<file path="config.mk">
export PLATFORM = sky130hd
export DESIGN_NAME = pmt_period_match_timer
export DESIGN_NICKNAME = d
export VERILOG_FILES = /design/src/pmt_pkg.sv /design/src/pmt_period_match_timer.sv
export VERILOG_INCLUDE_DIRS = /design/src
export SDC_FILE = /design/constraint.sdc
export NUM_CORES = 1
export LEC_CHECK = 0
export BUFFER_PORTS_ARGS = -buffer_cell sky130_fd_sc_hd__buf_4
export CAP_MARGIN = 20
export CORE_ASPECT_RATIO = 0.5
export CORE_MARGIN = 1
export CORE_UTILIZATION = 49
export CTS_CLUSTER_SIZE = 30
export DETAILED_ROUTE_END_ITERATION = 7
export PLACE_DENSITY = 0.78
export SYNTH_ARGS = -nofsm -noshare
export SYNTH_HDL_FRONTEND = slang
export SYNTH_SLANG_ARGS = --single-unit
export TNS_END_PERCENT = 20
</file>
<file path="constraint.sdc">
create_clock -name aclk -period 2.6 [get_ports aclk]
set_clock_uncertainty 0.1 [all_clocks]
set_input_delay 0.13 -clock aclk [delete_from_list [all_inputs] [get_ports aclk]]
set_output_delay 0.13 -clock aclk [all_outputs]
set_load 0.005 [all_outputs]
</file>
<file path="src/pmt_map.svh">
`ifndef PMT_MAP_SVH
`define PMT_MAP_SVH
// ********************************
// register offsets (byte addresses)
// ********************************
`define PMT_OFF_TICK_COUNT   4'h0
`define PMT_OFF_PERIOD_LIMIT 4'h4
`define PMT_OFF_TIMER_CTRL   4'h8
`define PMT_OFF_IRQ_FLAGS    4'hC
// ********************************
// field positions
// ********************************
`define PMT_CTRL_RUN_BIT     2
`define PMT_CTRL_PRE_LO      0
`define PMT_CTRL_POST_LO     3
`define PMT_FLAG_MATCH_BIT   1
`define PMT_ENA_MATCH_BIT    8
`define PMT_ENA_GROUP_BIT    9
`define PMT_ENA_GLOBAL_BIT   10
// ********************************
// reset values and timing
// ********************************
`define PMT_RST_TICK_COUNT   8'h00
`define PMT_RST_PERIOD_LIMIT 8'hFF
`define PMT_INSTR_DIV        2'h3
`endif

</file>
<file path="src/pmt_pkg.sv">
`default_nettype none
package pmt_pkg;
	typedef enum logic [1:0] {
		PMT_PRE_DIV1,
		PMT_PRE_DIV4,
		PMT_PRE_DIV16,
		PMT_PRE_DIV16B
	} pmt_pre_t;
endpackage : pmt_pkg
`default_nettype wire

</file>
<file path="src/pmt_period_match_timer.sv">
// Functional notes
// - eight-bit count and period, software read/write
// - timer clocked by oscillator divided by four
// - prescaler ratios 1, 4 or 16
// - count compared against period every clock
// - count wraps to zero after match
// - each match advances postscaler by one
// - postscaler divides matches 1 through 16
// - postscaler output sets match interrupt flag
// - reset loads count 00h, period FFh
// - timer runs only while run enable set
// - control fields select prescale and postscale ratios
// - count or control write, reset clear scalers
// - control write leaves count unchanged
// - flag sets regardless of interrupt enable bits
// - request needs group, own and global enables
`include "pmt_map.svh"
`timescale 1ns/1ps
`default_nettype none
module pmt_period_match_timer (
	// clock and reset
	input  wire logic        aclk,
	input  wire logic        aresetn,
	// axi4-lite write address
	input  wire logic [3:0]  s_axi_awaddr,
	input  wire logic        s_axi_awvalid,
	output var  logic        s_axi_awready,
	// axi4-lite write data
	input  wire logic [31:0] s_axi_wdata,
	input  wire logic [3:0]  s_axi_wstrb,
	input  wire logic        s_axi_wvalid,
	output var  logic        s_axi_wready,
	// axi4-lite write response
	output var  logic [1:0]  s_axi_bresp,
	output var  logic        s_axi_bvalid,
	input  wire logic        s_axi_bready,
	// axi4-lite read address
	input  wire logic [3:0]  s_axi_araddr,
	input  wire logic        s_axi_arvalid,
	output var  logic        s_axi_arready,
	// axi4-lite read data
	output var  logic [31:0] s_axi_rdata,
	output var  logic [1:0]  s_axi_rresp,
	output var  logic        s_axi_rvalid,
	input  wire logic        s_axi_rready,
	// interrupt request towards the core
	output var  logic        irq_request
);
	// ********************************
	// state
	// ********************************
	logic [7:0] tick_count;
	logic [7:0] period_limit;
	logic       run_enable;
	logic [1:0] prescale_select;
	logic [3:0] postscale_select;
	logic       match_irq_flag;
	logic       match_irq_enable;
	logic       peripheral_group_enable;
	logic       global_irq_enable;
	logic [1:0] instr_div;
	logic [3:0] pre_cnt;
	logic [3:0] post_cnt;
	logic       aw_held;
	logic       w_held;
	logic [3:0] aw_addr;
	logic [31:0] w_data;
	logic [3:0] w_strb;

	// ********************************
	// helpers
	// ********************************
	function automatic logic [3:0] pre_last(input logic [1:0] sel);
		case (pmt_pkg::pmt_pre_t'(sel))
			pmt_pkg::PMT_PRE_DIV1: pre_last = 4'h0;
			pmt_pkg::PMT_PRE_DIV4: pre_last = 4'h3;
			default:               pre_last = 4'hF;
		endcase
	endfunction : pre_last

	// ********************************
	// bus decode
	// ********************************
	logic do_write;
	logic wr_count;
	logic wr_ctrl;
	logic wr_period;
	logic wr_flags;
	assign do_write  = aw_held && w_held && !s_axi_bvalid;
	assign wr_count  = do_write && aw_addr == `PMT_OFF_TICK_COUNT && w_strb[0];
	assign wr_period = do_write && aw_addr == `PMT_OFF_PERIOD_LIMIT && w_strb[0];
	assign wr_ctrl   = do_write && aw_addr == `PMT_OFF_TIMER_CTRL && w_strb[0];
	assign wr_flags  = do_write && aw_addr == `PMT_OFF_IRQ_FLAGS;

	// ********************************
	// timebase
	// ********************************
	logic instr_tick;
	logic pre_tick;
	logic is_match;
	logic inc_event;
	logic post_out;
	assign instr_tick = instr_div == `PMT_INSTR_DIV;
	assign pre_tick   = instr_tick && pre_cnt == pre_last(prescale_select);
	assign is_match   = tick_count == period_limit;
	assign inc_event  = run_enable && pre_tick && !wr_count && !wr_ctrl;
	assign post_out   = inc_event && is_match && post_cnt == postscale_select;

	always_ff @(posedge aclk) begin
		if (!aresetn) begin
			instr_div <= 2'h0;
		end else begin
			instr_div <= instr_div + 2'h1;
		end
	end

	// scaler counters: reset, count write or control write clear them
	always_ff @(posedge aclk) begin
		if (!aresetn || wr_count || wr_ctrl) begin
			pre_cnt  <= 4'h0;
			post_cnt <= 4'h0;
		end else begin
			if (run_enable && instr_tick) begin
				pre_cnt <= pre_tick ? 4'h0 : pre_cnt + 4'h1;
			end
			if (inc_event && is_match) begin
				post_cnt <= (post_cnt == postscale_select) ? 4'h0 : post_cnt + 4'h1;
			end
		end
	end

	always_ff @(posedge aclk) begin
		if (!aresetn) begin
			tick_count <= `PMT_RST_TICK_COUNT;
		end else if (wr_count) begin
			tick_count <= w_data[7:0];
		end else if (inc_event) begin
			tick_count <= is_match ? 8'h00 : tick_count + 8'h01;
		end
	end

	always_ff @(posedge aclk) begin
		if (!aresetn) begin
			period_limit <= `PMT_RST_PERIOD_LIMIT;
		end else if (wr_period) begin
			period_limit <= w_data[7:0];
		end
	end

	// control write does not touch tick_count
	always_ff @(posedge aclk) begin
		if (!aresetn) begin
			run_enable       <= 1'b0;
			prescale_select  <= 2'h0;
			postscale_select <= 4'h0;
		end else if (wr_ctrl) begin
			run_enable       <= w_data[`PMT_CTRL_RUN_BIT];
			prescale_select  <= w_data[`PMT_CTRL_PRE_LO +: 2];
			postscale_select <= w_data[`PMT_CTRL_POST_LO +: 4];
		end
	end

	// flag: set wins over a software clear in the same cycle
	always_ff @(posedge aclk) begin
		if (!aresetn) begin
			match_irq_flag          <= 1'b0;
			match_irq_enable        <= 1'b0;
			peripheral_group_enable <= 1'b0;
			global_irq_enable       <= 1'b0;
		end else begin
			if (post_out) begin
				match_irq_flag <= 1'b1;
			end else if (wr_flags && w_strb[0]) begin
				match_irq_flag <= match_irq_flag & w_data[`PMT_FLAG_MATCH_BIT];
			end
			if (wr_flags && w_strb[1]) begin
				match_irq_enable        <= w_data[`PMT_ENA_MATCH_BIT];
				peripheral_group_enable <= w_data[`PMT_ENA_GROUP_BIT];
				global_irq_enable       <= w_data[`PMT_ENA_GLOBAL_BIT];
			end
		end
	end

	always_ff @(posedge aclk) begin
		if (!aresetn) begin
			irq_request <= 1'b0;
		end else begin
			irq_request <= match_irq_flag && match_irq_enable
				&& peripheral_group_enable && global_irq_enable;
		end
	end

	// ********************************
	// axi4-lite slave
	// ********************************
	always_ff @(posedge aclk) begin
		if (!aresetn) begin
			aw_held       <= 1'b0;
			w_held        <= 1'b0;
			aw_addr       <= 4'h0;
			w_data        <= 32'h0000_0000;
			w_strb        <= 4'h0;
			s_axi_awready <= 1'b0;
			s_axi_wready  <= 1'b0;
			s_axi_bvalid  <= 1'b0;
			s_axi_bresp   <= 2'h0;
		end else begin
			s_axi_awready <= !aw_held && !s_axi_awready && s_axi_awvalid;
			s_axi_wready  <= !w_held && !s_axi_wready && s_axi_wvalid;
			if (s_axi_awvalid && s_axi_awready) begin
				aw_held <= 1'b1;
				aw_addr <= {s_axi_awaddr[3:2], 2'b00};
			end
			if (s_axi_wvalid && s_axi_wready) begin
				w_held <= 1'b1;
				w_data <= s_axi_wdata;
				w_strb <= s_axi_wstrb;
			end
			if (do_write) begin
				s_axi_bvalid <= 1'b1;
				s_axi_bresp  <= 2'h0;
				aw_held      <= 1'b0;
				w_held       <= 1'b0;
			end else if (s_axi_bvalid && s_axi_bready) begin
				s_axi_bvalid <= 1'b0;
			end
		end
	end

	always_ff @(posedge aclk) begin
		if (!aresetn) begin
			s_axi_arready <= 1'b0;
			s_axi_rvalid  <= 1'b0;
			s_axi_rdata   <= 32'h0000_0000;
			s_axi_rresp   <= 2'h0;
		end else begin
			s_axi_arready <= !s_axi_arready && !s_axi_rvalid && s_axi_arvalid;
			if (s_axi_arvalid && s_axi_arready) begin
				s_axi_rvalid <= 1'b1;
				s_axi_rresp  <= 2'h0;
				case ({s_axi_araddr[3:2], 2'b00})
					`PMT_OFF_TICK_COUNT:   s_axi_rdata <= {24'h00_0000, tick_count};
					`PMT_OFF_PERIOD_LIMIT: s_axi_rdata <= {24'h00_0000, period_limit};
					`PMT_OFF_TIMER_CTRL:   s_axi_rdata <= {25'h000_0000, postscale_select,
						run_enable, prescale_select};
					default: s_axi_rdata <= {21'h00_0000, global_irq_enable,
						peripheral_group_enable, match_irq_enable, 6'h00, match_irq_flag, 1'b0};
				endcase
			end else if (s_axi_rvalid && s_axi_rready) begin
				s_axi_rvalid <= 1'b0;
			end
		end
	end

	// ********************************
	// checks
	// ********************************
	AST_RESET_VALUES: assert property (@(posedge aclk) !aresetn |=>
		tick_count == 8'h00 && period_limit == 8'hFF) else $error("reset values wrong");
	AST_WRAP: assert property (@(posedge aclk) disable iff (!aresetn)
		inc_event && is_match |=> tick_count == 8'h00) else $error("no wrap at match");
	AST_STOPPED: assert property (@(posedge aclk) disable iff (!aresetn)
		!run_enable && !wr_count |=> $stable(tick_count)) else $error("count moved while off");
	AST_SCALER_CLEAR: assert property (@(posedge aclk) disable iff (!aresetn)
		wr_count || wr_ctrl |=> pre_cnt == 4'h0 && post_cnt == 4'h0)
		else $error("scalers not cleared");
	AST_CTRL_KEEPS_COUNT: assert property (@(posedge aclk) disable iff (!aresetn)
		wr_ctrl |=> tick_count == $past(tick_count)) else $error("control write moved count");
	AST_FLAG_SET: assert property (@(posedge aclk) disable iff (!aresetn)
		post_out |=> match_irq_flag) else $error("flag not set");
	AST_FLAG_STICKY: assert property (@(posedge aclk) disable iff (!aresetn)
		match_irq_flag && !wr_flags |=> match_irq_flag) else $error("flag cleared itself");
	AST_IRQ_GATE: assert property (@(posedge aclk) disable iff (!aresetn)
		!peripheral_group_enable |=> !irq_request) else $error("irq without group enable");
	AST_PRE_BOUND: assert property (@(posedge aclk) disable iff (!aresetn)
		pre_cnt <= pre_last(prescale_select) || $past(wr_ctrl)) else $error("prescaler overrun");
	AST_PRE_ADVANCE: assert property (@(posedge aclk) disable iff (!aresetn)
		run_enable && instr_tick && !pre_tick && !wr_count && !wr_ctrl |=> pre_cnt == $past(pre_cnt) + 4'h1)
		else $error("prescaler did not advance");
	AST_PRE_WRAP: assert property (@(posedge aclk) disable iff (!aresetn)
		run_enable && pre_tick && !wr_count && !wr_ctrl |=> pre_cnt == 4'h0)
		else $error("prescaler did not wrap");
	AST_INSTR_TICK: assert property (@(posedge aclk) disable iff (!aresetn)
		instr_tick |=> !instr_tick ##1 !instr_tick ##1 !instr_tick ##1 instr_tick)
		else $error("instruction tick not every fourth clock");
	AST_COUNT_STEP: assert property (@(posedge aclk) disable iff (!aresetn)
		inc_event && !is_match |=> tick_count == $past(tick_count) + 8'h01)
		else $error("count did not step");
	AST_COUNT_WRITE: assert property (@(posedge aclk) disable iff (!aresetn)
		wr_count |=> tick_count == $past(w_data[7:0]))
		else $error("count write lost");
	AST_PERIOD_WRITE: assert property (@(posedge aclk) disable iff (!aresetn)
		wr_period |=> period_limit == $past(w_data[7:0]))
		else $error("period write lost");
	AST_PERIOD_HOLD: assert property (@(posedge aclk) disable iff (!aresetn)
		!wr_period |=> $stable(period_limit))
		else $error("period moved without write");
	AST_POST_HOLD: assert property (@(posedge aclk) disable iff (!aresetn)
		!(inc_event && is_match) && !wr_count && !wr_ctrl |=> $stable(post_cnt))
		else $error("postscaler moved without match");
	AST_POST_BOUND: assert property (@(posedge aclk) disable iff (!aresetn)
		post_cnt <= postscale_select)
		else $error("postscaler overrun");
	AST_POST_WRAP: assert property (@(posedge aclk) disable iff (!aresetn)
		post_out |=> post_cnt == 4'h0)
		else $error("postscaler did not wrap");
	AST_CTRL_WRITE: assert property (@(posedge aclk) disable iff (!aresetn)
		wr_ctrl |=> prescale_select == $past(w_data[`PMT_CTRL_PRE_LO +: 2]))
		else $error("prescale select write lost");
	AST_RUN_WRITE: assert property (@(posedge aclk) disable iff (!aresetn)
		wr_ctrl |=> run_enable == $past(w_data[`PMT_CTRL_RUN_BIT]))
		else $error("run enable write lost");
	AST_FLAG_ONLY_POST: assert property (@(posedge aclk) disable iff (!aresetn)
		!match_irq_flag && !post_out |=> !match_irq_flag)
		else $error("flag set without postscaler output");
	AST_FLAG_NO_ENABLE: assert property (@(posedge aclk) disable iff (!aresetn)
		post_out && !global_irq_enable |=> match_irq_flag)
		else $error("flag waited for enable");
	AST_FLAG_CLEAR: assert property (@(posedge aclk) disable iff (!aresetn)
		wr_flags && w_strb[0] && !w_data[`PMT_FLAG_MATCH_BIT] && !post_out |=> !match_irq_flag)
		else $error("flag clear lost");
	AST_IRQ_RAISE: assert property (@(posedge aclk) disable iff (!aresetn)
		match_irq_flag && match_irq_enable && peripheral_group_enable && global_irq_enable
		|=> irq_request) else $error("irq not raised");
	AST_IRQ_NEEDS_FLAG: assert property (@(posedge aclk) disable iff (!aresetn)
		!match_irq_flag |=> !irq_request)
		else $error("irq without flag");
	AST_IRQ_NEEDS_GLOBAL: assert property (@(posedge aclk) disable iff (!aresetn)
		!global_irq_enable |=> !irq_request)
		else $error("irq without global enable");

	// ********************************
	// checks: bus
	// ********************************
	// a response must stand until the master takes it, or data is lost
	AST_BVALID_HOLD: assert property (@(posedge aclk) disable iff (!aresetn)
		s_axi_bvalid && !s_axi_bready |=> s_axi_bvalid)
		else $error("write response dropped");
	AST_RVALID_HOLD: assert property (@(posedge aclk) disable iff (!aresetn)
		s_axi_rvalid && !s_axi_rready |=> s_axi_rvalid && $stable(s_axi_rdata))
		else $error("read response dropped");
	AST_AWREADY_PULSE: assert property (@(posedge aclk) disable iff (!aresetn)
		s_axi_awready |=> !s_axi_awready)
		else $error("address ready held");
endmodule : pmt_period_match_timer
`default_nettype wire

</file>
### Yosys cells after proc, flatten, opt, wreduce, memory -nomap -nowiden

Index checks and enable logic that the tools add are counted.

| word-level totals | value |
|---|---|
| memory bits (writable) | 0 |
| memory bits (read-only) | 0 |
| latch bits | 0 |
| logic and storage cells | 105 |
| input port bits | 51 |
| memories | 0 |
| register bits after elaboration | 92 |

| cells by class | value |
|---|---|
| $add $sub $neg | 4 |
| $lt $le $gt $ge | 0 |
| equality and inequality tests | 10 |
| bitwise gates (word level) | 2 |
| reduce and logical (&&, ||, !) cells | 52 |
| muxes and demuxes | 13 |
| multipliers | 0 |
| shift-type cells | 0 |
| divide/modulo/power cells | 0 |

Operators with widths:

| kind | count |
|---|---|
| 11-bit one-hot mux with 3 select lines | 1 |
| 1-bit logical AND | 32 |
| 8-bit two-way mux | 3 |
| 1-bit logical NOT | 10 |
| 4-bit by 1-bit adder with 4-bit output (second input constant) | 2 |
| 8-bit by 1-bit adder with 8-bit output (second input constant) | 1 |
| 2-bit == test (second input constant) | 4 |
| 4-bit == test | 2 |
| 8-bit == test | 1 |
| 4-bit two-way mux | 2 |
| 4-bit one-hot mux with 2 select lines | 1 |
| 2-bit nonzero test | 4 |
| 2-bit by 1-bit == test with 1-bit output (second input constant) | 3 |
| 1-bit two-way mux | 6 |
| 2-bit logical NOT | 2 |
| 4-bit logical NOT | 1 |
| 2-bit by 1-bit adder with 2-bit output (second input constant) | 1 |
| 1-bit logical OR | 2 |
| 2-bit OR reduction | 1 |
| 1-bit AND | 1 |
| 1-bit NOT | 1 |

### Depth between registers and ports, before layout

Gate-level depths: netlist (run 1).

| logic depth | value |
|---|---|
| word-level depth | 10 |
| depth in mapped cells | 7 |
| gate-level depth less buffers | 6 |

### Worst setup path before layout (run 1)

Ideal clock, no wire load.

| path | value |
|---|---|
| path kind | reg-to-reg |
| from | register pre_cnt[0] |
| to | register post_cnt[3] |
| setup time | 0.117 ns |
| cell stages (with the launch flop) | 7 |
| path slack | 0.781 ns |
| buffers on the path | 1 |
| arrival | 1.602 ns |
| cell sequence | dfxtp_1 -> or3_1 -> o22ai_4 -> o21bai_2 -> buf_6 -> a211o_1 -> a22o_1 |

| on the way | value |
|---|---|
| word-level cells in the longest chain between the ends | 6 |

RTL lines:

| item | RTL line | source |
|---|---|---|
| from (decl) | pmt_period_match_timer.sv:62 | `logic [3:0] pre_cnt;` |
| from (signal assigned) | pmt_period_match_timer.sv:124 | `pre_cnt <= pre_tick ? 4'h0 : pre_cnt + 4'h1;` |
| 4-bit == test | pmt_period_match_timer.sv:104 | `assign pre_tick = instr_tick && pre_cnt == pre_last(prescale_select);` |
| 1-bit logical AND | pmt_period_match_timer.sv:104 |  |
| 1-bit logical AND (3 in a row) | pmt_period_match_timer.sv:106 | `assign inc_event = run_enable && pre_tick && !wr_count && !wr_ctrl;` |
| 1-bit logical AND | pmt_period_match_timer.sv:126 | `if (inc_event && is_match) begin` |
| to (signal assigned) | pmt_period_match_timer.sv:127 | `post_cnt <= (post_cnt == postscale_select) ? 4'h0 : post_cnt + 4'h1;` |
| to (decl) | pmt_period_match_timer.sv:63 | `logic [3:0] post_cnt;` |

No other way between the ends.
A chain may end at the register's enable or synchronous reset.

### Worst setup path in the final report (run 1)

| path | value |
|---|---|
| from | register s_axi_bvalid |
| to | register tick_count[1] |

| on the way | value |
|---|---|
| word-level cells in the longest chain between the ends | 8 |
| elaborated cells on any way between the ends | 12 |

RTL lines:

| item | RTL line | source |
|---|---|---|
| from (decl) | pmt_period_match_timer.sv:35 | `output var logic s_axi_bvalid,` |
| from (signal assigned) | pmt_period_match_timer.sv:205 | `s_axi_bvalid <= 1'b0;` |
| from (signal assigned) | pmt_period_match_timer.sv:220 | `s_axi_bvalid <= 1'b1;` |
| from (signal assigned) | pmt_period_match_timer.sv:225 | `s_axi_bvalid <= 1'b0;` |
| 1-bit logical NOT (*) | pmt_period_match_timer.sv:89 | `assign do_write = aw_held && w_held && !s_axi_bvalid;` |
| 1-bit logical AND (*) | pmt_period_match_timer.sv:89 |  |
| 1-bit logical AND (no line) | - |  |
| 1-bit logical AND | pmt_period_match_timer.sv:90 | `` assign wr_count = do_write && aw_addr == `PMT_OFF_TICK_COUNT && w_strb[0]; `` |
| 1-bit logical NOT | pmt_period_match_timer.sv:106 |  |
| 1-bit logical AND (2 in a row) | pmt_period_match_timer.sv:106 |  |
| 2-bit nonzero test (no line) | - |  |
| to (signal assigned) | pmt_period_match_timer.sv:134 | `` tick_count <= `PMT_RST_TICK_COUNT; `` |
| to (signal assigned) | pmt_period_match_timer.sv:136 | `tick_count <= w_data[7:0];` |
| to (signal assigned) | pmt_period_match_timer.sv:138 | `tick_count <= is_match ? 8'h00 : tick_count + 8'h01;` |
| to (decl) | pmt_period_match_timer.sv:52 | `logic [7:0] tick_count;` |

Every way passes the cells marked *; elsewhere a longest branch is shown, timed or not.

==> metrics, run 1 <==
RSZ-0062 raised after global routing=false; TritonRoute pass-1 iters=4; met1 Track Usage GR=0.3065; final worst slack=0.5401 ns; CTS tree=built; gr ovfl total=0; Most used DFF post-synth=dfxtp_1; worst skew pair latency=0.34 ns; CTS resizes=0; Final Util=0.6232; slowest stage delay, CP=0.42 ns; Core ar.=6700 sq um; CP Launch Type=register; Syn Inst Count=396; Sw Share=0.2176; WL final=8.151 mm; top cells by area, synth=dfxtp_1 (42%), mux2i_1 (7.7%), nand2_1 (6.5%); Req. time, crit path=2.73 ns; Final Hold Viols=0; Die Ht=60.88 um; Leak Pwr=1.561 nW; max cap viols=0; nets=510; vias in the first global route=2599; Mean Syn Cell Area=8.578 sq um; top cells by count, synth=dfxtp_1 (71), nand2_1 (59), a21oi_1 (33), nor2_1 (33), mux2i_1 (26); Slowest-stage cell, CP=nand4b_1; Die Wd=119.8 um; worst-case clock buffer depth=2; Vias=3005; Starting Density=0.5070; Highest Clock Rate=485.5 MHz; Clock power frac=0.474; DRC viols=0; layout cell share with drive strength beyond 1=0.1485; Tmin final=2.060 ns; Post CTS Setup Buffer Count=0; Post-synth EDFFs=0; Setup CP Type=register to register; share of total power in combinational logic=0.066; P per Cell Area=587.5 nW/um^2; Worst-path clk slew=0.06 ns; GPL Wtd Cong=0.8588; Starting DRT DRC Count=176; part of the cycle the worst path needs=0.7923; setup_tns=0 ns; worst rel slew slack=0.4155; Top Usage Layer GRT=met2; Antenna Violating Nets Remaining=0; Ant. Diodes=0; Tot Pwr=2.453 mW; register area share after synthesis=0.4184; Layout area overhead=22.91%; Ys Warns=0; Hold WC Path Type=input port to register; CP bufs+invs=0; Worst-Margin Slew=0.8761 ns; IO Port Bufs=40; HPWL Detailed=5.280 mm; FP Rows=21; Mapped Area=3397 sq um; Critical Path, Cell by Cell=nand4b_1 -> o21bai_1 -> o21bai_2 -> nor3b_1 -> o31a_1; Int Pwr=1.919 mW; antenna violations before repair=0; CTS root buf=clkbuf_16; largest net degree at the start of global routing=29; Yosys top cell by area=dfxtp_1; filler instances=551; CP arrival=2.19 ns; grt met2 use=0.3865; max-slew violation count=0; setup violators final=0; WL/cell=14.82 um; post-synth cell types=49; met3 Resource Use GR=0.06767; most frequent cell after synthesis=dfxtp_1; P_sw=0.5339 mW; Async SR Flop Fraction=0; H-tree lvl count=3; status=completed; Num CTS Buffers=9; global-route wire length before repair=13.05 mm; Worst Setup End Kind=register; total track usage=0.2402; part of the power in registers=0.461; critical path peak fanout=22; Synth top area share=0.4184; CTS Hold Buffers Added=23; Yosys reg bits=71; DIE AREA=7290 sq um; CTS Sinks=71; post-DR vias/cell=5.464; critical path's top delay family=compound AO/OA/AOI/OAI gates; # IOs=93; DP Worst Slack=0.5687 ns; Worst VDD drop=0.4816 mV
## routing by layer
layer,wire length [um],part of all wire,vias to the layer above
met1,3673,0.45,1431
met5,0,0,-
met2,3749,0.46,112
met4,203,0.025,0
met3,524,0.064,18
li1,-,-,1444
## power by group through the flow
stage | logic (mW) | registers, mW | clock network, mW
floorplan | 0.101 | 1.14 | 0
global placement | 0.128 | 1.15 | 0
detailed placement | 0.131 | 1.15 | 0
CTS | 0.158 | 1.13 | 1.18
global route | 0.179 | 1.13 | 1.23
finish | 0.161 | 1.13 | 1.16
## placed cells by master, fill, tap and decap left out, types with 2 or more instances in the layout
cell type / netlist / final
o2bb2ai_1: 2 / 2
a21oi_1: 33 / 33
nand3b_1: 2 / 2
mux2i_1: 26 / 26
buf_4: 25 / 46
clkinv_2: 0 / 2
a22oi_1: 3 / 3
xnor2_1: 12 / 12
nor4b_1: 2 / 2
nand2b_1: 8 / 8
nor2_2: 2 / 2
and3_1: 3 / 3
nor3_1: 13 / 13
dlygate4sd3_1: 0 / 23
dfxtp_1: 71 / 71
nor3b_1: 3 / 3
nand2_1: 59 / 59
o21ai_0: 5 / 5
a211oi_1: 6 / 6
and2_1: 4 / 4
or2_2: 2 / 2
nand3_1: 15 / 15
nor2b_1: 2 / 2
nor2_1: 33 / 33
a211o_1: 7 / 7
a31oi_1: 6 / 6
or3_1: 5 / 5
ha_1: 4 / 4
clkbuf_16: 0 / 9
conb_1: 1 / 25
nand4_1: 5 / 5
## layout make-up
| class | instances | area (sq um) | area share |
|---|---|---|---|
| Multi-Input combinational cell | 303 | 1782 | 0.4267 |
| Sequential cell | 71 | 1421 | 0.3404 |
| Timing Repair Buffer | 69 | 575.6 | 0.1378 |
| Clock buffer | 10 | 229.0 | 0.05484 |
| Tap cell | 92 | 115.1 | 0.02757 |
| Clock inverter | 4 | 48.80 | 0.01169 |
| Inverter | 1 | 3.754 | 0.0008990 |
## cells by family after synthesis
group                    synth area share
multiplexers                      0.08324
other                            0.001104
flip-flops                         0.4184
buffers and inverters             0.08361
AO/OA/AOI/OAI                      0.1330
XOR/XNOR                          0.03094
adder cells (fa/ha/maj)           0.01473
AND/OR/NAND/NOR                    0.2350
## state kept, by name (all words and copies together), names as in the netlist
signal                   cells
s_axi_rdata                 11
w_data                      11
period_limit                 8
tick_count                   8
post_cnt                     4
postscale_select             4
pre_cnt                      4
aw_addr                      2
instr_div                    2
prescale_select              2
w_strb                       2
aw_held                      1
global_irq_enable            1
irq_request                  1
match_irq_enable             1
match_irq_flag               1
peripheral_group_enable      1
run_enable                   1
s_axi_arready                1
s_axi_awready                1
s_axi_bvalid                 1
s_axi_rvalid                 1
s_axi_wready                 1
w_held                       1
## worst reg2reg max path: stages, from the launching register on
cell and delay, ns:
dfxtp_1 0.33, nand4b_1 0.42, o21bai_1 0.28, o21bai_2 0.40, nor3b_1 0.11, o31a_1 0.30
## per-stage QoR
stage	std cells	instance area (sq um)	hold WS, ns
2_1_floorplan	420	3487	0.1574
3_3_place_gp	513	3667	0.2780
3_5_place_dp	513	3667	0.2873
4_1_cts	550	4175	0.1044
5_1_grt	550	4175	0.1750
6_report	550	4175	0.1197
## final timing paths
kind	start	to	slack, ns	cells past startpoint
min	s_axi_araddr[3]	s_axi_rdata[7]$_SDFFE_PN0P_	0.12	4
min reg2reg	instr_div[0]$_SDFF_PN0_	instr_div[0]$_SDFF_PN0_	0.32	1
max	s_axi_bvalid$_SDFFE_PN0P_	tick_count[1]$_SDFFE_PN0P_	0.54	5
max reg2reg	s_axi_bvalid$_SDFFE_PN0P_	tick_count[1]$_SDFFE_PN0P_	0.54	5
Power figures use the tool's default switching activity.
==> inputs of run 2 (changes only) <==
--- a/config.mk
+++ b/config.mk
@@ -10,10 +10,10 @@
 export CAP_MARGIN = 20
 export CORE_ASPECT_RATIO = 0.5
 export CORE_MARGIN = 1
-export CORE_UTILIZATION = 49
+export CORE_UTILIZATION = 47
 export CTS_CLUSTER_SIZE = 30
 export DETAILED_ROUTE_END_ITERATION = 7
-export PLACE_DENSITY = 0.78
+export PLACE_DENSITY = 0.79
 export SYNTH_ARGS = -nofsm -noshare
 export SYNTH_HDL_FRONTEND = slang
 export SYNTH_SLANG_ARGS = --single-unit
==> constraint.sdc (replaced) <==
create_clock -name aclk -period 1.7 [get_ports aclk]
set_clock_uncertainty 0.1 [all_clocks]
set_input_delay 0.085 -clock aclk [delete_from_list [all_inputs] [get_ports aclk]]
set_output_delay 0.085 -clock aclk [all_outputs]
set_load 0.005 [all_outputs]
==> metrics, run 2 (synthesis gave the netlist of run 1 again) <==
H-tree lvl count=3 (unchanged); Layout area overhead=39.67%; layout cell share with drive strength beyond 1=0.2832 (+0.1347); Die Wd=122.2 um (+2.1%); total track usage=0.2522 (+0.01194); biggest regs=s_axi_rdata x11, w_data x11; critical path's top delay family=simple AND/OR/NAND/NOR gates; largest net degree at the start of global routing=50 (+72%); most common cell after layout, fill and taps aside=buf_4; Critical Path, Cell by Cell=or3_4 -> o22ai_4 -> nor2_2 -> or4_4 -> a21oi_2; IO Port Bufs=40 (unchanged); slowest stage delay, CP=0.52 ns (+0.10 ns); Num CTS Buffers=9 (unchanged); status=complete, but fails checks; Req. time, crit path=1.86 ns (-0.87 ns); P per Cell Area=847.0 nW/um^2 (+44%); setup_tns=-2.269 ns (-2.269 ns); Worst VDD drop=0.4573 mV (-5.0%); TritonRoute pass-1 iters=5 (+1); Worst Setup End Kind=register; footprint of the multi-input gates=1891 sq um (+6.1%); Antenna Violating Nets Remaining=0 (unchanged); Highest Clock Rate=529.2 MHz (+9.0%); CP bufs+invs=0 (unchanged); CP Launch Type=register; Final Hold Viols=0 (unchanged); # IOs=93 (unchanged); FP Rows=21 (unchanged); WL final=9.636 mm (+18%); Slowest-stage cell, CP=or4_4; CTS Sinks=71 (unchanged); Worst-path clk slew=0.06 ns (about the same); critical path peak fanout=4 (-82%); global-route wire length before repair=14.92 mm (+14%); worst-case clock buffer depth=2 (unchanged); worst skew pair latency=0.33 ns (about the same); Worst-Margin Slew=0.5461 ns (-0.3301 ns); failing checks=setup timing; worst rel slew slack=0.6351 (+0.2195); Leak Pwr=1.852 nW (+19%); post-DR vias/cell=5.548 (+1.5%); Core ar.=6832 sq um (+2.0%); setup violators final=26 (+26); CTS tree=built; part of the cycle the worst path needs=1.112 (+0.3194); max-slew violation count=0 (unchanged); DIE AREA=7592 sq um (+4.2%); CP arrival=2.05 ns (-0.14 ns); DP Worst Slack=-0.1261 ns (-0.6948 ns); gr ovfl total=0 (unchanged); Storage cell area=1438 sq um (+1.1%); Hold WC Path Type=input port to register; Setup CP Type=register to register; Ant. Diodes=0 (unchanged); Starting Density=0.4973 (-0.009750); nets=562 (+10%); max cap viols=0 (unchanged); filler instances=480 (-13%); most frequent cells in the layout=buf_4 (92), dfxtp_1 (60), nand2_1 (59), nor2_1 (32), a21oi_1 (31); DRC viols=0 (unchanged); antenna violations before repair=0 (unchanged); Vias=3351 (+12%); GPL Wtd Cong=0.8407 (-2.1%); Die Ht=62.12 um (+2.0%); WL/cell=15.95 um (+7.6%); Tmin final=1.890 ns (-0.1701 ns); final worst slack=-0.1898 ns (-0.7299 ns); Tot Pwr=4.019 mW (+64%); CTS root buf=clkbuf_16; HPWL Detailed=5.735 mm (+8.6%); vias in the first global route=3047 (+17%); Starting DRT DRC Count=315 (+79%); RSZ-0062 raised after global routing=true
-- run 2: path summary, 6_finish.rpt --
kind,from,end,slack [ns],cells past startpoint
max,prescale_select[1]$_SDFFE_PN0P_,post_cnt[1]$_SDFFE_PP0P_,-0.19,5
min reg2reg,w_data[8]$_SDFFE_PN0P_,w_data[8]$_SDFFE_PN0P_,0.35,2
min,s_axi_araddr[3],s_axi_rdata[6]$_SDFFE_PN0P_,0.15,4
max reg2reg,prescale_select[1]$_SDFFE_PN0P_,post_cnt[1]$_SDFFE_PP0P_,-0.19,5
-- run 2: layout make-up --
| cell class | count | share of cell area |
|---|---|---|
| Tap cell | 92 | 0.02426 |
| Inverter | 1 | 0.0007911 |
| Timing Repair Buffer | 119 | 0.2052 |
| Clock inverter | 5 | 0.01714 |
| Sequential cell | 71 | 0.3030 |
| Clock buffer | 11 | 0.05116 |
| Multi-Input combinational cell | 305 | 0.3985 |
-- run 2: routing by layer --
layer  track usage  wire length, um
met2        0.3975             4519
met4       0.07774              152
met5             0                0
met3       0.07077              824
met1        0.3335             4139
-- run 2: where the power goes --
part           internal (mW)  switching, mW  total [mW]  leakage (nW)
registers               1.69         0.0266        1.72         0.581
clock network           1.32          0.701        2.02         0.156
logic                  0.138          0.135       0.273          1.12
total                   3.16          0.863        4.02          1.85
-- run 2: what timing repair did --
action                     in CTS  in global routing
resized for setup              13                 12
hold buffers                   24                  0
pin swaps                       0                 11
buffers inserted                0                  6
setup endpoints to repair      26                 31
hold endpoints to repair       30                  0
gates cloned                    0                  2
-- run 2: worst reg2reg max path: cells and delay by family (launching register included) --
family	cells	cell delay (ns)
flops	1	0.33
simple gates	3	1.01
compound gates	2	0.38
-- run 2: metrics by stage --
stage,util,cells,area (sq um),hold slack (ns)
detailed placement,0.5894,556,4026,0.2412
global route,0.6945,604,4745,0.1673
finish,0.6945,604,4745,0.1486
CTS,0.6775,596,4628,0.06702
global placement,0.5894,556,4026,0.2344
floorplan,-,420,3511,0.1124
==> inputs of run 3 (changes only) <==
--- a/config.mk
+++ b/config.mk
@@ -14,6 +14,7 @@
 export CTS_CLUSTER_SIZE = 30
 export DETAILED_ROUTE_END_ITERATION = 7
 export PLACE_DENSITY = 0.79
+export SLEW_MARGIN = 10
 export SYNTH_ARGS = -nofsm -noshare
 export SYNTH_HDL_FRONTEND = slang
 export SYNTH_SLANG_ARGS = --single-unit
==> constraint.sdc (replaced) <==
create_clock -name aclk -period 1.7 [get_ports aclk]
set_clock_uncertainty 0.1 [all_clocks]
set_input_delay 0.085 -clock aclk [delete_from_list [all_inputs] [get_ports aclk]]
set_output_delay 0.085 -clock aclk [all_outputs]
set_load 0.05 [all_outputs]
==> metrics, run 3 (synthesis gave the netlist of run 1 again) <==
Int Pwr=3.301 mW (+4.6%); failing checks=setup timing; WL/cell=16.62 um (+4.1%); worst rel slew slack=0.6670 (+0.03195); global-route wire length before repair=15.06 mm (+0.92%); Starting DRT DRC Count=357 (+13%); Worst VDD drop=0.5330 mV (+17%); CP arrival=2.07 ns (+0.02 ns); TritonRoute pass-1 iters=5 (unchanged); worst-case clock buffer depth=2 (unchanged); gr ovfl total=0 (unchanged); H-tree lvl count=3 (unchanged); DP Cell Count=553 (-0.54%); Antenna Violating Nets Remaining=0 (unchanged); vias in the first global route=3067 (+0.66%); Die Ht=62.12 um (unchanged); total track usage=0.2589 (+0.006684); P_sw=1.022 mW (+18%); part of the power in registers=0.398 (-0.030); status=complete, but fails checks; IO Port Bufs=40 (unchanged); largest net degree at the start of global routing=27 (-46%); max-slew violation count=0 (unchanged); Starting Density=0.4973 (unchanged); max cap viols=0 (unchanged); RSZ-0062 raised after global routing=true; final worst slack=-0.2481 ns (-0.05831 ns); share of total power in combinational logic=0.097 (+0.029); Worst-path clk slew=0.06 ns (about the same); DP Worst Slack=-0.1419 ns (-0.01575 ns); CTS tree=built; CP Launch Type=register; Clock power frac=0.505 (about the same); Hold WC Path Type=input port to register; GPL Wtd Cong=0.8233 (-2.1%); most common cell after layout, fill and taps aside=buf_4; Tmin final=1.948 ns (+0.05831 ns); Worst-Margin Slew=0.4985 ns (-0.04762 ns); setup violators final=30 (+15%); part of the cycle the worst path needs=1.146 (+0.03430); Req. time, crit path=1.82 ns (-0.04 ns); HPWL Detailed=5.757 mm (+0.38%); Worst Setup End Kind=register; WL final=9.986 mm (+3.6%); DRC viols=0 (unchanged); FP Rows=21 (unchanged); critical path peak fanout=4 (unchanged); antenna violations before repair=0 (unchanged); DIE AREA=7592 sq um (unchanged); worst hold slack=0.08996 ns (-0.05864 ns); biggest regs=s_axi_rdata x11, w_data x11; Post-DP Area=4005 sq um (-0.53%); Sw Share=0.2364 (+0.02172); Final Hold Viols=0 (unchanged); Num CTS Buffers=9 (unchanged); P per Cell Area=904.8 nW/um^2 (+6.8%); Layout area overhead=40.63%; # IOs=93 (unchanged); CTS root buf=clkbuf_16; Highest Clock Rate=513.3 MHz (-3.0%); most frequent cells in the layout=buf_4 (89), dfxtp_1 (60), nand2_1 (57), nor2_1 (32), a21oi_1 (31); Setup CP Type=register to register; CTS Sinks=71 (unchanged); Die Wd=122.2 um (unchanged); Vias=3356 (+0.15%); Ant. Diodes=0 (unchanged); Leak Pwr=1.842 nW (-0.55%); post-DR vias/cell=5.584 (+0.65%); Final Cell Area=4777 sq um (+0.69%); layout cell share with drive strength beyond 1=0.2888 (+0.005598); filler instances=457 (-4.8%); nets=559 (-0.53%); Core ar.=6832 sq um (unchanged); fin cells=601 (-0.50%); worst skew pair latency=0.34 ns (about the same)
run 3: cell count changes in the layout (fill, tap and decap cells not counted), sizes merged:
cell,delta
buf,-2
clkinv,-1
dlygate4sd3,-1
bufinv,+1
run 3: path summary, 6_finish.rpt:
path / start / end / slack, ns / cells after the start
max reg2reg: period_limit[7]$_SDFFE_PN1P_ / post_cnt[3]$_SDFFE_PP0P_ / -0.25 / 6
min: s_axi_araddr[3] / s_axi_rdata[7]$_SDFFE_PN0P_ / 0.09 / 4
max: period_limit[7]$_SDFFE_PN1P_ / post_cnt[3]$_SDFFE_PP0P_ / -0.25 / 6
min reg2reg: instr_div[0]$_SDFF_PN0_ / instr_div[0]$_SDFF_PN0_ / 0.34 / 1
run 3: through the flow:
step	power (mW)	setup TNS (ns)	utilization
2_1_floorplan	2.061	-0.4519	-
3_3_place_gp	2.123	-0.6281	0.5863
3_5_place_dp	2.127	-1.323	0.5863
4_1_cts	4.323	-1.512	0.6842
5_1_grt	4.445	-4.346	0.6993
6_report	4.322	-3.199	0.6993
run 3: final cells by class:
class	instances	area, sq um	area share
well taps	92	115.1	0.02410
repair buffers	116	952.2	0.1993
multi-input cells	305	1914	0.4007
clock buffers	11	242.7	0.05081
flip-flops and latches	71	1443	0.3020
inverters	1	3.754	0.0007858
clock inverters	5	106.4	0.02226
run 3: worst max-delay path, cell delays in order, from the launching register on:
cell and delay, ns:
dfxtp_1 0.32, xnor2_1 0.28, nand4_1 0.19, or2_1 0.31, buf_4 0.17, a211o_1 0.27
a22o_1 0.20
run 3: routing by layer:
| layer | global-route usage | vias to the layer above | part of all wire |
|---|---|---|---|
| met1 | 0.3339 | 1574 | 0.42 |
| li1 | - | 1559 | - |
| met5 | 0 | - | 0 |
| met4 | 0.08689 | 0 | 0.019 |
| met3 | 0.08364 | 23 | 0.093 |
| met2 | 0.4066 | 200 | 0.47 |
run 3: power by group through the flow:
stage | combinational, mW | clock [mW] | sequential, mW
after floorplan | 0.266 | 0 | 1.80
after global placement | 0.368 | 0 | 1.75
after detailed placement | 0.371 | 0 | 1.76
after CTS | 0.413 | 2.19 | 1.72
after global routing | 0.448 | 2.28 | 1.72
final | 0.421 | 2.18 | 1.72
run 3: repair_timing:
item	in CTS	in global routing
cloned	1	1
gates resized for setup	17	17
hold endpoints to repair	31	0
setup buffers	3	4
pin swaps	6	6
hold buffers	23	0
setup endpoints to repair	31	31
